--- config.mk ---
export PLATFORM = sky130hd
export DESIGN_NAME = adcpt_top
export DESIGN_NICKNAME = d
export VERILOG_FILES = /design/src/rtl/adcpt_pair.v /design/src/rtl/adcpt_top.v
export VERILOG_INCLUDE_DIRS = /design/src /design/src/rtl
export SDC_FILE = /design/constraint.sdc
export NUM_CORES = 1
export LEC_CHECK = 0
export BUFFER_PORTS_ARGS = -buffer_cell sky130_fd_sc_hd__buf_4
export CAP_MARGIN = 15
export CELL_PAD_IN_SITES_DETAIL_PLACEMENT = 0
export CELL_PAD_IN_SITES_GLOBAL_PLACEMENT = 1
export CORE_ASPECT_RATIO = 1.2
export CORE_MARGIN = 3
export CORE_UTILIZATION = 40
export DETAILED_ROUTE_END_ITERATION = 8
export GPL_ROUTABILITY_DRIVEN = 0
export PLACE_DENSITY_LB_ADDON = 0.1
export RECOVER_POWER = 50
export SLEW_MARGIN = 20
export SYNTH_ARGS = -nofsm -noshare
export SYNTH_HDL_FRONTEND = slang
export SYNTH_HIERARCHICAL = 1
export SYNTH_SLANG_ARGS = --single-unit
--- constraint.sdc ---
create_clock -name core_clk -period 2.81 [get_ports core_clk]
set_input_delay 0.1405 -clock core_clk [delete_from_list [all_inputs] [get_ports core_clk]]
set_output_delay 0.1405 -clock core_clk [all_outputs]
set_load 0.02 [all_outputs]
--- src/rtl/adcpt_consts.vh ---
// adcpt_consts.vh - offsets, field positions, reset values and trigger codes of the pair trigger block
`ifndef ADCPT_CONSTS_VH
`define ADCPT_CONSTS_VH

// ****************************************************************
// register byte offsets
// ****************************************************************
`define ADCPT_ADR_W       5
`define ADCPT_OFF_CTRL    5'h00
`define ADCPT_OFF_STAT    5'h04
`define ADCPT_OFF_CLR     5'h08
`define ADCPT_OFF_IEN     5'h0c
`define ADCPT_OFF_GSW     5'h10
`define ADCPT_OFF_ARB     5'h14

// ****************************************************************
// conversion pair control fields (per pair byte)
// ****************************************************************
`define ADCPT_SRC_LSB     0
`define ADCPT_SRC_W       5
`define ADCPT_SWTRG_BIT   5
`define ADCPT_PAIR_PENDING_FLAG_BIT    6
`define ADCPT_IRQEN_BIT   7
`define ADCPT_CTRL_RST    16'h0000
`define ADCPT_SRC_RST     5'h00

// ****************************************************************
// event status, clear and enable layout
// ****************************************************************
`define ADCPT_EV_DONE     0
`define ADCPT_EV_OVR      2
`define ADCPT_EV_W        4
`define ADCPT_EV_RST      4'h0

// ****************************************************************
// trigger source codes
// ****************************************************************
`define ADCPT_SRC_OFF     5'h00
`define ADCPT_SRC_SW      5'h01
`define ADCPT_SRC_GSW     5'h02
`define ADCPT_SRC_SPEC    5'h03
`define ADCPT_SRC_PRIM    5'h04
`define ADCPT_SRC_TMR     5'h0c
`define ADCPT_SRC_CL      5'h0e
`define ADCPT_SRC_FLT     5'h16

// ****************************************************************
// positions in the hardware trigger edge vector
// ****************************************************************
`define ADCPT_HW_SPEC     0
`define ADCPT_HW_PRIM     1
`define ADCPT_HW_TMR      5
`define ADCPT_HW_CL       7
`define ADCPT_HW_FLT      11
`define ADCPT_HW_W        15

`endif

--- src/rtl/adcpt_pair.v ---
// adcpt_pair.v - trigger source selection and pending flag of one conversion pair
`timescale 1ns/1ps
`default_nettype none
`include "adcpt_consts.vh"

module adcpt_pair (
    // clock and reset
    input  wire                      core_clk,
    input  wire                      sys_rst,
    // selection and trigger events
    input  wire [`ADCPT_SRC_W-1:0]   trigSrc,
    input  wire                      swTrig,
    input  wire                      gswPulse,
    input  wire [`ADCPT_HW_W-1:0]    hwRise,
    // completion and flag
    input  wire                      pendClr,
    output reg                       pair_pending_flag_q,
    output wire                      pendSet,
    output wire                      overrun
);

    // ****************************************************************
    // source decode
    // ****************************************************************
    function srcHit;
        input [4:0]  src;
        input        sw;
        input        gsw;
        input [14:0] hw;
        reg   [4:0]  off;
        begin
            srcHit = 1'b0;
            off    = 5'h00;
            if (src == `ADCPT_SRC_SW) begin
                srcHit = sw;
            end else if (src == `ADCPT_SRC_GSW) begin
                srcHit = gsw;
            end else if (src == `ADCPT_SRC_SPEC) begin
                srcHit = hw[`ADCPT_HW_SPEC];
            end else if (src >= `ADCPT_SRC_PRIM && src <= `ADCPT_SRC_PRIM + 5'h03) begin
                off    = src - `ADCPT_SRC_PRIM;
                srcHit = hw[`ADCPT_HW_PRIM + off[1:0]];
            end else if (src >= `ADCPT_SRC_TMR && src <= `ADCPT_SRC_TMR + 5'h01) begin
                off    = src - `ADCPT_SRC_TMR;
                srcHit = hw[`ADCPT_HW_TMR + off[0]];
            end else if (src >= `ADCPT_SRC_CL && src <= `ADCPT_SRC_CL + 5'h03) begin
                off    = src - `ADCPT_SRC_CL;
                srcHit = hw[`ADCPT_HW_CL + off[1:0]];
            end else if (src >= `ADCPT_SRC_FLT && src <= `ADCPT_SRC_FLT + 5'h03) begin
                off    = src - `ADCPT_SRC_FLT;
                srcHit = hw[`ADCPT_HW_FLT + off[1:0]];
            end
        end
    endfunction

    wire hit;

    // code zero and unlisted codes never hit, so the pair stays idle
    assign hit     = srcHit(trigSrc, swTrig, gswPulse, hwRise);
    assign pendSet = hit & (~pair_pending_flag_q | pendClr);
    assign overrun = hit & pair_pending_flag_q & ~pendClr & ~(trigSrc == `ADCPT_SRC_SW);

    // pending flag: a new trigger beats the completion clear
    always @(posedge core_clk or posedge sys_rst) begin
        if (sys_rst) begin
            pair_pending_flag_q <= 1'b0;
        end else if (hit) begin
            pair_pending_flag_q <= 1'b1;
        end else if (pendClr) begin
            pair_pending_flag_q <= 1'b0;
        end
    end

endmodule // adcpt_pair
`default_nettype wire

--- src/rtl/adcpt_top.v ---
// adcpt_top.v - trigger, pending and interrupt control for two conversion pairs behind wishbone
//
// Overview of operation
// - pair 0 interrupt enable lets a finished pair 0 conversion raise the interrupt
// - pair 0 pending flag sets when its selected trigger asserts
// - pair 0 pending flag reads one until conversion completes, then clears
// - writing one to pair 0 software trigger requests a conversion if selected
// - writing one to pair 1 software trigger requests a conversion if selected
// - a request made while the converter is busy waits until it is free
// - a pair's software trigger bit clears when its pending flag sets
// - source 0 disables, 1 own software, 2 global software, 3 special event
// - sources 4 to 7 pick generator triggers, 12 and 13 timer periods
// - sources 14 to 17 current limit, 22 to 25 generator fault triggers
//
// The register addresses and the Wishbone register port were left to the implementer.
`timescale 1ns/1ps
`default_nettype none
`include "adcpt_consts.vh"

module adcpt_top #(
    parameter PAIRS = 2
) (
    // clock and reset
    input  wire                      core_clk,
    input  wire                      sys_rst,
    // wishbone slave
    input  wire [`ADCPT_ADR_W-1:0]   wb_adr_i,
    input  wire [31:0]               wb_dat_i,
    input  wire [3:0]                wb_sel_i,
    input  wire                      wb_we_i,
    input  wire                      wb_cyc_i,
    input  wire                      wb_stb_i,
    output reg  [31:0]               wb_dat_o,
    output reg                       wb_ack_o,
    // hardware trigger sources
    input  wire                      pwmSpecialTrig,
    input  wire [3:0]                pwmPrimaryTrig,
    input  wire [1:0]                timerPeriodTrig,
    input  wire [3:0]                pwmCurLimitTrig,
    input  wire [3:0]                pwmFaultTrig,
    // shared converter
    input  wire                      convBusy,
    input  wire                      convDone,
    output reg                       convStart_q,
    output reg                       convPair_q,
    // interrupt
    output reg                       irq_q
);

    // ****************************************************************
    // arbiter states
    // ****************************************************************
    localparam ARB_IDLE = 1'b0;
    localparam ARB_WAIT = 1'b1;

    // ****************************************************************
    // address decode
    // ****************************************************************
    function isReg;
        input [`ADCPT_ADR_W-1:0] adr;
        input [`ADCPT_ADR_W-1:0] off;
        begin
            isReg = (adr == off);
        end
    endfunction

    // ****************************************************************
    // declarations
    // ****************************************************************
    reg  [PAIRS*`ADCPT_SRC_W-1:0] src_q;
    reg  [PAIRS-1:0]              swTrig_q;
    reg  [PAIRS-1:0]              irqEn_q;
    reg  [PAIRS-1:0]              ovrEn_q;
    reg  [`ADCPT_EV_W-1:0]        stat_q;
    reg                           gsw_q;
    reg  [`ADCPT_HW_W-1:0]        hwPrev_q;
    reg                           arbState_q;
    reg                           lastPair_q;
    reg  [31:0]                   readData;
    reg                           pick;
    reg                           pickValid;
    wire [`ADCPT_HW_W-1:0]        hwNow;
    wire [`ADCPT_HW_W-1:0]        hwRise;
    wire [PAIRS-1:0]              pair_pending_flag;
    wire [PAIRS-1:0]              pendSet;
    wire [PAIRS-1:0]              overrun;
    wire [PAIRS-1:0]              doneEv;
    wire [`ADCPT_EV_W-1:0]        statSet;
    wire [`ADCPT_EV_W-1:0]        statClr;
    wire [`ADCPT_EV_W-1:0]        evEn;
    wire                          busReq;
    wire                          busWr;
    wire [15:0]                   ctrlView;

    // ****************************************************************
    // wishbone handshake
    // ****************************************************************

    // a request is answered one edge after it is seen, then ack drops
    assign busReq = wb_cyc_i & wb_stb_i;
    // writes land on the edge where the master samples ack high
    assign busWr  = busReq & wb_we_i & wb_ack_o;

    // ack pulse and read data capture
    always @(posedge core_clk or posedge sys_rst) begin
        if (sys_rst) begin
            wb_ack_o <= 1'b0;
            wb_dat_o <= 32'h0000_0000;
        end else begin
            wb_ack_o <= busReq & ~wb_ack_o;
            if (busReq & ~wb_ack_o & ~wb_we_i) begin
                wb_dat_o <= readData;
            end
        end
    end

    // ****************************************************************
    // read multiplexer
    // ****************************************************************

    // per pair control byte: irq enable, pending, software trigger, source
    genvar g;
    generate
        for (g = 0; g < PAIRS; g = g + 1) begin : gView
            assign ctrlView[g*8 +: 8] = {irqEn_q[g], pair_pending_flag[g], swTrig_q[g],
                                         src_q[g*`ADCPT_SRC_W +: `ADCPT_SRC_W]};
        end
    endgenerate

    // event enable layout mirrors the status register
    assign evEn = {ovrEn_q, irqEn_q};

    // unmapped and write-only offsets read as zero
    always @* begin
        readData = 32'h0000_0000;
        if (isReg(wb_adr_i, `ADCPT_OFF_CTRL)) begin
            readData[15:0] = ctrlView;
        end else if (isReg(wb_adr_i, `ADCPT_OFF_STAT)) begin
            readData[`ADCPT_EV_W-1:0] = stat_q;
        end else if (isReg(wb_adr_i, `ADCPT_OFF_IEN)) begin
            readData[`ADCPT_EV_W-1:0] = evEn;
        end else if (isReg(wb_adr_i, `ADCPT_OFF_ARB)) begin
            readData[2:0] = {convBusy, convPair_q, arbState_q};
        end
    end

    // ****************************************************************
    // control register writes
    // ****************************************************************
    generate
        for (g = 0; g < PAIRS; g = g + 1) begin : gCtrl
            wire ctrlWr;
            wire ienWr;

            assign ctrlWr = busWr & wb_sel_i[g] & isReg(wb_adr_i, `ADCPT_OFF_CTRL);
            assign ienWr  = busWr & wb_sel_i[0] & isReg(wb_adr_i, `ADCPT_OFF_IEN);

            // source select and interrupt enable of this pair
            always @(posedge core_clk or posedge sys_rst) begin
                if (sys_rst) begin
                    src_q[g*`ADCPT_SRC_W +: `ADCPT_SRC_W] <= `ADCPT_SRC_RST;
                    irqEn_q[g]                            <= 1'b0;
                    ovrEn_q[g]                            <= 1'b0;
                end else begin
                    if (ctrlWr) begin
                        src_q[g*`ADCPT_SRC_W +: `ADCPT_SRC_W] <=
                            wb_dat_i[g*8+`ADCPT_SRC_LSB +: `ADCPT_SRC_W];
                        irqEn_q[g] <= wb_dat_i[g*8+`ADCPT_IRQEN_BIT];
                    end else if (ienWr) begin
                        irqEn_q[g] <= wb_dat_i[`ADCPT_EV_DONE+g];
                    end
                    if (ienWr) begin
                        ovrEn_q[g] <= wb_dat_i[`ADCPT_EV_OVR+g];
                    end
                end
            end

            // software trigger: a fresh write of one beats the auto clear
            always @(posedge core_clk or posedge sys_rst) begin
                if (sys_rst) begin
                    swTrig_q[g] <= 1'b0;
                end else if (ctrlWr & wb_dat_i[g*8+`ADCPT_SWTRG_BIT]) begin
                    swTrig_q[g] <= 1'b1;
                end else if (pendSet[g]) begin
                    swTrig_q[g] <= 1'b0;
                end else if (ctrlWr) begin
                    swTrig_q[g] <= 1'b0;
                end
            end
        end
    endgenerate

    // global software trigger: one cycle pulse per write of one
    always @(posedge core_clk or posedge sys_rst) begin
        if (sys_rst) begin
            gsw_q <= 1'b0;
        end else begin
            gsw_q <= busWr & wb_sel_i[0] & wb_dat_i[0] & isReg(wb_adr_i, `ADCPT_OFF_GSW);
        end
    end

    // ****************************************************************
    // hardware trigger edges
    // ****************************************************************

    // a trigger held high starts only one conversion
    assign hwNow  = {pwmFaultTrig, pwmCurLimitTrig, timerPeriodTrig,
                     pwmPrimaryTrig, pwmSpecialTrig};
    assign hwRise = hwNow & ~hwPrev_q;

    // previous trigger levels
    always @(posedge core_clk or posedge sys_rst) begin
        if (sys_rst) begin
            hwPrev_q <= {`ADCPT_HW_W{1'b0}};
        end else begin
            hwPrev_q <= hwNow;
        end
    end

    // ****************************************************************
    // conversion pairs
    // ****************************************************************
    generate
        for (g = 0; g < PAIRS; g = g + 1) begin : gPair
            // completion of the conversion that is in flight for this pair
            assign doneEv[g] = (arbState_q == ARB_WAIT) & convDone & (convPair_q == g);

            adcpt_pair uPair (
                .core_clk (core_clk),
                .sys_rst  (sys_rst),
                .trigSrc  (src_q[g*`ADCPT_SRC_W +: `ADCPT_SRC_W]),
                .swTrig   (swTrig_q[g]),
                .gswPulse (gsw_q),
                .hwRise   (hwRise),
                .pendClr  (doneEv[g]),
                .pair_pending_flag_q   (pair_pending_flag[g]),
                .pendSet  (pendSet[g]),
                .overrun  (overrun[g])
            );
        end
    endgenerate

    // ****************************************************************
    // shared converter arbiter
    // ****************************************************************

    // round robin pick among pending pairs, other pair first on a tie
    always @* begin
        pick      = 1'b0;
        pickValid = 1'b0;
        if (pair_pending_flag[0] & pair_pending_flag[1]) begin
            pick      = ~lastPair_q;
            pickValid = 1'b1;
        end else if (pair_pending_flag[1]) begin
            pick      = 1'b1;
            pickValid = 1'b1;
        end else if (pair_pending_flag[0]) begin
            pick      = 1'b0;
            pickValid = 1'b1;
        end
    end

    // one conversion at a time; pending pairs wait while the converter is busy
    always @(posedge core_clk or posedge sys_rst) begin
        if (sys_rst) begin
            arbState_q  <= ARB_IDLE;
            convStart_q <= 1'b0;
            convPair_q  <= 1'b0;
            lastPair_q  <= 1'b0;
        end else begin
            convStart_q <= 1'b0;
            case (arbState_q)
                ARB_IDLE: begin
                    if (pickValid & ~convBusy) begin
                        convStart_q <= 1'b1;
                        convPair_q  <= pick;
                        lastPair_q  <= pick;
                        arbState_q  <= ARB_WAIT;
                    end
                end
                ARB_WAIT: begin
                    if (convDone) begin
                        arbState_q <= ARB_IDLE;
                    end
                end
                default: begin
                    arbState_q <= ARB_IDLE;
                end
            endcase
        end
    end

    // ****************************************************************
    // event status and interrupt
    // ****************************************************************

    // done and overrun events; clear register bits are write one to clear
    assign statSet = {overrun, doneEv};
    assign statClr = (busWr & wb_sel_i[0] & isReg(wb_adr_i, `ADCPT_OFF_CLR)) ?
                     wb_dat_i[`ADCPT_EV_W-1:0] : {`ADCPT_EV_W{1'b0}};

    // sticky status, an event wins over a clear in the same cycle
    always @(posedge core_clk or posedge sys_rst) begin
        if (sys_rst) begin
            stat_q <= `ADCPT_EV_RST;
        end else begin
            stat_q <= statSet | (stat_q & ~statClr);
        end
    end

    // level interrupt while any enabled status bit is set
    always @(posedge core_clk or posedge sys_rst) begin
        if (sys_rst) begin
            irq_q <= 1'b0;
        end else begin
            irq_q <= |(stat_q & evEn);
        end
    end

endmodule // adcpt_top
`default_nettype wire

==> metrics.cfg, run 1 <==
[logic_synthesis]
ys_ff_latch=59
ys_seq_area_share_pct=43.7
ys_types=54
synth_area_sq_mm=0.00338
ys.warnings.count=6
yosys_most_used_dff=dfrtp_1
syn_inst=317
avgSynthCellArea_sq_um=10.7
async_flop_share_pct=100
synth_enable_flop_cells=0

[setup_path]
start_kind=flop
critPathRequiredTime_ns=3.03
critPathCaptureType=flop
path_cells=inv_1 > ha_1 > mux2_1 > a221oi_1 > nor3_1 > nor4b_1 > a2111oi_1 > a21o_1
crit_slowest_cell=ha_1
crit_type=reg -> reg
slowest_delay_ns=0.43
cp_max_fo=6
critPathArrivalTime_ns=2.79

[power_and_ir_drop]
power.switching_fraction_pct=28.2
intPower_mw=1.45
combPwrFrac_pct=16.6
p_clk_share_pct=34.9
p_per_area_mw_per_mm2=481
p_leak_nw=1.92
total_power_mw=2.02
p_switching_mw=0.570
ir_drop_mv=0.294
seqPwrFrac_pct=48.5

[sta]
finalHoldViolCount=0
finalCritPeriodShare_pct=91.5
rsz0062_at_grt=no
tightestPinTransition_ns=1.14
finalSetupViolCount=0
holdWs_ns=0.0426
fin_setup_tns_ns=0
relSlewSlack_pct=23.8
min_period_ns=2.57
clock.fmax_mhz=389
finClkSkew_ns=0.00508
drv_slew=0

[global_route]
grt_max_degree=30
grt_pass1_wl_microns=12800
grt_pass1_vias=2616
grtUsageTotal_pct=16.9
antenna_found_initial=0
grt-ovfl-total=0

[cells_and_area]
fill_cells=799
postLayoutCoreUtil_pct=51.6
nets=478
diodes=0
area_growth_syn_to_layout_pct=24.5
drive_gt1_share_pct=23.2
multi_input_area_sq_mm=0.00174
seq_area_sq_mm=0.00148

[floorplan]
core_sq_mm=0.00815
rows=36
dieWidth_microns=89.9
die_area_sq_mm=0.00960
initial_utilization_pct=41.5
die_y_microns=107
io_pins=99

[route]
ant_nets=0
drt_iter0_drc=118
drc=0
wl_microns=8060
num_vias=2712
viasPerCell=5.19
routedWlPerCell_microns=15.4
drtPass1Iterations=5

[clock_network]
htreeDepth=3
clkLatencyLatePin_ns=0.33
ctsResizeCount=0
max-clock-path-buffers=2
cts_tree=yes
clock_sinks=59
cts-root-buf=clkbuf_8
cts.clk_slew.worst_paths_ns=0.07
cts_buffers=9

[status]
status=finished, final reports clean

[placement]
port-buffer-count=62
dp_hpwl_microns=6110

[min_path]
hp-class=in -> reg

[flow_run]
drv_cap=0

[through the flow]
| step | cell area (sq um) | cells | setup WS (ns) |
|---|---|---|---|
| 2_1_floorplan | 3440 | 332 | 0.259 |
| 3_3_place_gp | 3950 | 492 | 0.291 |
| 3_5_place_dp | 3950 | 492 | 0.310 |
| 4_1_cts | 4290 | 523 | 0.278 |
| 5_1_grt | 4210 | 523 | 0.0330 |
| 6_report | 4210 | 523 | 0.239 |
[routing by layer]
layer  vias up  global-route usage (%)  routed length [microns]
met5         -                       0                        0
met4         0                    5.47                      113
met3        14                    4.35                      341
met2        66                    30.1                     4040
met1      1322                    20.1                     3560
li1       1310                       -                        -
[worst paths after layout]
path / endpoint / from / depth (start not counted) / slack (ns)
worst min-delay path: ctrlView[9] / wb_dat_i[9] / 2 / 0.04
worst min register to register: wb_dat_o[3] / wb_dat_o[3] / 2 / 0.48
worst max register to register: stat_q[2] / ctrlView[0] / 8 / 0.24
min in group asynchronous: gPair[0].uPair/pair_pending_flag_q / sys_rst / 3 / 0.24
worst max-delay path: stat_q[2] / ctrlView[0] / 8 / 0.24
max in group asynchronous: hwPrev_q[3] / sys_rst / 4 / 1.19
[worst max-delay path, delay by kind of cell, from the launching register on]
kind,cells,cell delay [ns]
adders and majority gates,1,0.43
AOI/OAI and AO/OA,3,0.64
buffers and inverters,1,0.11
muxes,1,0.35
and+or+nand+nor,2,0.55
DFF,1,0.36
[final cells by class]
class,instances,share of cell area [%]
multi-input combinational,234,41.3
sequential,59,35.1
timing repair buffer,88,14.9
clock buffer,13,4.01
tap,114,3.39
inverter,13,1.16
clock inverter,2,0.238
[power groups by stage]
stage	Clock, mW	Combinational [mW]	Sequential (mW)
floorplan	0	0.195	1.01
global placement	0	0.331	0.995
detailed placement	0	0.334	0.998
CTS	0.728	0.353	0.983
global route	0.765	0.369	0.990
finish	0.705	0.336	0.982
[cells by family after synthesis]
family | after synthesis | synth area share, %
AOI/OAI and AO/OA | 65 | 15.1
adders and majority gates | 10 | 3.70
other | 1 | 0.111
DFF | 59 | 43.7
and+or+nand+nor | 108 | 19.7
buffers and inverters | 39 | 6.59
muxes | 35 | 11.2
[cell usage in the layout (no fill, tap or decap), types with 12 or more instances in the layout]
master and count:
dfrtp_1 59, buf_4 37, mux2_2 21, clkbuf_1 21, nor2b_1 19, nand2_1 18, conb_1 16, dlygate4sd3_1 16
clkbuf_4 15, nor2_1 13, inv_1 13, nor3_1 13, mux2i_1 12, a22o_1 12, clkbuf_8 12
[cells in the mapped netlist, types with 4 or more instances]
cell,count,share of area (%)
dfrtp_1,59,44
mux2_2,21,7.0
nor2b_1,19,3.5
nand2_1,18,2.0
buf_4,16,3.6
inv_1,13,1.4
nor2_1,13,1.4
nor3_1,13,1.9
a22o_1,12,3.1
mux2i_1,12,3.6
ha_1,10,3.7
nand2b_1,10,1.9
buf_2,7,1.0
a21oi_1,6,0.89
a21o_1,5,1.1
nand3_1,5,0.74
nand3b_1,5,1.1
o2bb2ai_1,5,1.3
o211ai_1,4,0.89
o21ai_0,4,0.59
o22ai_1,4,0.74
[registers in the layout, indices dropped and copies added (netlist names)]
name / count
evEn: 2
hwPrev_q: 15
gPair.uPair/pair_pending_flag_q: 2
lastPair_q: 1
convStart_q: 1
ctrlView: 14
irq_q: 1
wb_ack_o: 1
gsw_q: 1
stat_q: 4
arbState_q: 1
wb_dat_o: 16
[timing repair]
item | in CTS | in global routing
hold buffers | 16 | 0
buffers inserted | 0 | 0
hold endpoints to repair | 44 | 0
Power figures use the tool's default switching activity.
==> inputs of run 2 (changes only) <==
--- a/config.mk
+++ b/config.mk
@@ -17,6 +17,7 @@
 export GPL_ROUTABILITY_DRIVEN = 0
 export PLACE_DENSITY_LB_ADDON = 0.1
 export RECOVER_POWER = 50
+export SETUP_SLACK_MARGIN = 0.5
 export SLEW_MARGIN = 20
 export SYNTH_ARGS = -nofsm -noshare
 export SYNTH_HDL_FRONTEND = slang
==> run 2 against run 1 <==
Effect of this change:
- cell count increased by 0.76%
- clock skew increased by 0.0069 ns
- total power increased by 12%
- maximum frequency increased by 16%
- largest cell class unchanged
- register-to-register slack improved by 0.36 ns
- via count decreased by 0.11%
- largest power group unchanged
==> metrics.cfg, run 2 (same netlist as run 1, synthesis figures left out) <==
[status]
status=finished, final reports clean

[setup_path]
rr_startpoint=ctrlView[8]
cp_max_fo=8  ; +2
reg2reg_depth=9  ; +1
crit_type=reg -> reg
critPathRequiredTime_ns=3.07  ; +0.04 ns
crit_path_start=ctrlView[8]
start_kind=flop
critPathCaptureType=flop
critPathArrivalTime_ns=2.47  ; -0.32 ns

[global_route]
grt_max_degree=24  ; -20%
grtUsageTotal_pct=18.4  ; +1.4 points
grt_pass1_wl_microns=13900  ; +8.1%
antenna_found_initial=0  ; unchanged
grt-ovfl-total=0  ; unchanged
grt_pass1_vias=2765  ; +5.7%

[clock_network]
htreeDepth=3  ; unchanged
cts.clk_slew.worst_paths_ns=0.08  ; about the same
clkLatencyLatePin_ns=0.34  ; about the same
max-clock-path-buffers=2  ; unchanged
cts-root-buf=clkbuf_8
clock_sinks=59  ; unchanged
cts_buffers=9  ; unchanged
cts_tree=yes

[floorplan]
die_area_sq_mm=0.00960  ; unchanged
core_sq_mm=0.00815  ; unchanged
initial_utilization_pct=41.5  ; unchanged
die_y_microns=107  ; unchanged
rows=36  ; unchanged
dieWidth_microns=89.9  ; unchanged
io_pins=99  ; unchanged

[flow_run]
drv_cap=0  ; unchanged

[cells_and_area]
nets=481  ; +0.63%
drive_gt1_share_pct=32.4  ; +9.2 points
layout_commonest_cell=dfrtp_1
multi_input_area_sq_mm=0.00185  ; +6.4%
diodes=0  ; unchanged
area_growth_syn_to_layout_pct=32.1
top_register=wb_dat_o
seq_area_sq_mm=0.00148  ; unchanged
most-common-layout-cells=dfrtp_1 (59), buf_4 (54), nor2b_1 (19)
largest_reg_flops=16  ; unchanged
design_area_sq_mm=0.00447  ; +6.1%
fill_cells=755  ; -5.5%

[route]
drt_iter0_drc=83  ; -30%
routedWlPerCell_microns=16.1  ; +4.6%
drtPass1Iterations=5  ; unchanged
drc=0  ; unchanged
num_vias=2709  ; -0.11%
viasPerCell=5.14  ; -0.87%
wl_microns=8490  ; +5.4%
ant_nets=0  ; unchanged

[sta]
relSlewSlack_pct=16.7  ; -7.1 points
rsz0062_at_grt=yes
clock.fmax_mhz=453  ; +16%
drv_slew=0  ; unchanged
finClkSkew_ns=0.0120  ; +0.00688 ns
fin_setup_tns_ns=0  ; unchanged
finalSetupViolCount=0  ; unchanged
finalHoldViolCount=0  ; unchanged
tightestPinTransition_ns=1.25  ; +0.108 ns
finalCritPeriodShare_pct=78.6  ; -13 points
min_period_ns=2.21  ; -0.363 ns

[power_and_ir_drop]
p_per_area_mw_per_mm2=505  ; +5.2%
ir_drop_mv=0.296  ; +0.98%
p_leak_nw=2.04  ; +6.6%

[placement]
port-buffer-count=62  ; unchanged
dp_hpwl_microns=6250  ; +2.3%
place_area_sq_mm=0.00396  ; +0.38%

[min_path]
hp-class=in -> reg
min_from=wb_dat_i[5]
min_path_cells=2  ; unchanged

## run 2: cell types whose count changed in the layout (fill, tap and decap cells not counted), moves of 3 or more
cell / previous run / this run
inv_1: 13 / 10
buf_4: 37 / 54
inv_2: 0 / 3
clkbuf_1: 21 / 4
ha_1: 10 / 6
mux2_4: 0 / 5
inv_6: 0 / 3
nor3_1: 13 / 10
mux2_2: 21 / 17
nor3_2: 0 / 3
## run 2: layout make-up
| class | count | area share, % |
|---|---|---|
| Multi-Input combinational cell | 234 | 41.4 |
| Sequential cell | 59 | 33.1 |
| Clock buffer | 10 | 3.08 |
| Tap cell | 114 | 3.19 |
| Timing Repair Buffer | 91 | 16.0 |
| Clock inverter | 6 | 2.13 |
| Inverter | 13 | 1.09 |
## run 2: what timing repair did
| item | 4_1_cts | 5_1_grt |
|---|---|---|
| hold buffers | 16 | 0 |
| endpoints found under the hold margin | 30 | 0 |
| resized for setup | 5 | 17 |
| setup buffers | 0 | 5 |
| pin swaps | 0 | 7 |
| endpoints found under the setup margin | 5 | 5 |
## run 2: critical path, cell delays in order (launching register included)
cell and delay, ns:
dfrtp_1 0.38, inv_2 0.06, ha_4 0.34, mux2_4 0.33, mux2i_2 0.17, o211ai_1 0.14, nand3b_1 0.19, o311a_1 0.29
nand3b_1 0.16, o21ai_1 0.08
## run 2: where the power goes
part | internal [mW] | total, mW | switching (mW)
Combinational | 0.167 | 0.367 | 0.200
Clock | 0.534 | 0.909 | 0.374
Sequential | 0.918 | 0.981 | 0.0633
## run 2: path summary, 6_finish.rpt
path	to	slack, ns
min in group asynchronous	gPair[0].uPair/pair_pending_flag_q	0.19
min reg2reg	wb_dat_o[3]	0.47
max reg2reg	ctrlView[13]	0.60
max	ctrlView[13]	0.60
max in group asynchronous	wb_dat_o[8]	0.83
min	ctrlView[5]	0.03
## run 2: metal layers
metal | up-vias | wire length, microns | track usage (%)
li1 | 1321 | - | -
met1 | 1324 | 3680 | 22.2
met2 | 53 | 4420 | 32.4
met3 | 11 | 293 | 4.56
met4 | 0 | 93 | 5.36
met5 | - | 0 | 0
## run 2: through the flow
stage	instances	utilization, %	setup slack, ns	total power [mW]	hold WS (ns)
6_report	527	54.8	0.602	2.26	0.0293
5_1_grt	527	54.8	0.481	2.38	0.00594
4_1_cts	522	53.8	0.516	2.28	0.0123
3_5_place_dp	490	48.6	0.387	1.34	0.00923
3_3_place_gp	490	48.6	0.375	1.34	0.00677
2_1_floorplan	332	-	0.503	1.20	-0.131
==> inputs of run 3 (changes only) <==
==> constraint.sdc (replaced) <==
create_clock -name core_clk -period 2.24 [get_ports core_clk]
set_input_delay 0.112 -clock core_clk [delete_from_list [all_inputs] [get_ports core_clk]]
set_output_delay 0.112 -clock core_clk [all_outputs]
set_load 0.02 [all_outputs]
==> run 3 against run 2 <==
Effect of this change:
- non-clock buffer count grew 19
- clock power grew 22%
- cell count up 3.6%
- largest power group unchanged
- highest routed layer unchanged
==> metrics.cfg, run 3 (same netlist as run 1, synthesis figures left out) <==
[global_route]
use_met3_pct=3.65  ; -0.91 points
grt_max_degree=31  ; +29%
antenna_found_initial=0  ; unchanged
grt_pass1_wl_microns=14200  ; +2.6%
grt_pass1_vias=2842  ; +2.8%
grt-busiest-layer=met2
grtUsageMet2_pct=33.0  ; +0.54 points
grtUsageTotal_pct=18.6  ; +0.25 points
grt-ovfl-total=0  ; unchanged
met1_usage_pct=22.1  ; -0.11 points

[power_and_ir_drop]
power.switching_fraction_pct=28.7  ; +0.47 points
p_per_area_mw_per_mm2=610  ; +21%
seqPwrFrac_pct=43.8  ; +0.3 points
p_switching_mw=0.804  ; +26%
p_leak_nw=2.07  ; +1.1%
ir_drop_mv=0.374  ; +26%
p_clk_share_pct=39.6  ; -0.7 points
combPwrFrac_pct=16.7  ; +0.4 points
intPower_mw=2.00  ; +23%

[clock_network]
clkLatencyLatePin_ns=0.35  ; about the same
cts-root-buf=clkbuf_8
htreeDepth=3  ; unchanged
cts_buffers=9  ; unchanged
max-clock-path-buffers=2  ; unchanged
clock_sinks=59  ; unchanged
cts.clk_slew.worst_paths_ns=0.07  ; about the same
cts_tree=yes

[setup_path]
worst-path-stages=9  ; unchanged
critPathCaptureType=flop
start_kind=flop
crit_buf_inv=2  ; +1
cp_max_fo=4  ; -4
critPathArrivalTime_ns=2.43  ; -0.04 ns
critPathRequiredTime_ns=2.47  ; -0.60 ns
worst_path_most_repeated_cell=buf_4
critPathTopFamily=simple AND/OR/NAND/NOR gates
crit_slowest_cell=dfrtp_2
crit_type=reg -> reg
slowest_delay_ns=0.45  ; +0.07 ns
path_cells=buf_4 > buf_4 > o21ba_1 > or3_1 > o211ai_1 > nand3b_1 > o311a_1 > nor2b_1 > mux2_4
reg2reg_depth=9  ; unchanged

[sta]
finalHoldViolCount=0  ; unchanged
layout_setup_ws_ns=0.0432  ; -0.559 ns
tightestPinTransition_ns=1.07  ; -0.181 ns
min_period_ns=2.20  ; -0.0114 ns
relSlewSlack_pct=28.7  ; +12 points
fin_setup_tns_ns=0  ; unchanged
finClkSkew_ns=0.00832  ; -0.00363 ns
rsz0062_at_grt=yes
drv_slew=0  ; unchanged
clock.fmax_mhz=455  ; +0.52%
holdWs_ns=0.0241  ; -0.00520 ns
finalCritPeriodShare_pct=98.1  ; +19 points
finalSetupViolCount=0  ; unchanged

[status]
status=finished, final reports clean

[flow_run]
drv_cap=0  ; unchanged

[floorplan]
core_sq_mm=0.00815  ; unchanged
rows=36  ; unchanged
die_y_microns=107  ; unchanged
die_area_sq_mm=0.00960  ; unchanged
dieWidth_microns=89.9  ; unchanged
initial_utilization_pct=41.5  ; unchanged
io_pins=99  ; unchanged

[route]
viasPerCell=5.12  ; -0.42%
drt_iter0_drc=96  ; +16%
routedWlPerCell_microns=15.6  ; -3.4%
drc=0  ; unchanged
wl_microns=8500  ; about the same
num_vias=2795  ; +3.2%
drtPass1Iterations=6  ; +1
ant_nets=0  ; unchanged

[placement]
dp_hpwl_microns=6220  ; -0.51%
port-buffer-count=62  ; unchanged
place_inst=504  ; +2.9%
pre_cts_ws_ns=0.0192  ; -0.368 ns

[cells_and_area]
most-common-layout-cells=dfrtp_1 (57), buf_4 (52), dlygate4sd3_1 (23)
diodes=0  ; unchanged
top_register=wb_dat_o
fin_cells=546  ; +3.6%
area_growth_syn_to_layout_pct=35.8
drive_gt1_share_pct=30.3  ; -2.1 points
largest_reg_flops=16  ; unchanged
layout_commonest_cell=dfrtp_1
fill_cells=766  ; +1.5%
nets=500  ; +4.0%

[min_path]
hp-class=in -> reg
min_path_cells=3  ; +1

run 3: cell type report:
type,count,area [sq um],share of cell area [%]
well taps,114,143,3.11
clock buffers,9,124,2.70
repair buffers,110,817,17.8
multi-input cells,234,1870,40.7
flip-flops and latches,59,1480,32.2
clock inverters,7,101,2.21
inverters,13,58.8,1.28
run 3: metal layers:
layer  routed length [microns]  up-vias
met5                         0        -
met1                      3640     1365
met4                       153        0
met2                      4380       66
li1                          -     1352
met3                       333       12
run 3: stage by stage:
step,total power [mW],utilization [%],instance area [sq um]
3_3_place_gp,1.69,51.0,4150
4_1_cts,2.84,56.8,4630
5_1_grt,2.93,56.3,4590
3_5_place_dp,1.69,51.0,4150
6_report,2.80,56.3,4590
2_1_floorplan,1.52,-,3570
run 3: final timing paths:
kind / startpoint / slack (ns) / end
setup / recovery: ctrlView[0] / 0.04 / ctrlView[5]
hold / removal: wb_dat_i[15] / 0.02 / ctrlView[15]
setup reg to reg: ctrlView[0] / 0.04 / ctrlView[5]
hold reg to reg: wb_dat_o[3] / 0.46 / wb_dat_o[3]
max in group asynchronous: sys_rst / 0.89 / ctrlView[0]
min in group asynchronous: sys_rst / 0.17 / gPair[0].uPair/pair_pending_flag_q
run 3: repair_timing:
item / CTS / global route
gates resized for setup: 3 / 6
hold endpoints to repair: 51 / 0
pin swaps: 3 / 7
setup buffers: 2 / 1
endpoints found under the setup margin: 6 / 9
hold buffers: 23 / 0
run 3: worst min-delay path, delay by kind of cell:
| kind | cells | cell delay, ns |
|---|---|---|
| compound gates | 1 | 0.10 |
| buf+inv | 1 | 0.08 |
| simple gates | 1 | 0.04 |
run 3: power groups by stage:
stage	Clock, mW	Sequential (mW)	Combinational [mW]
floorplan	0	1.26	0.258
global placement	0	1.25	0.441
detailed placement	0	1.25	0.446
CTS	1.13	1.23	0.480
global route	1.18	1.24	0.512
finish	1.11	1.23	0.466
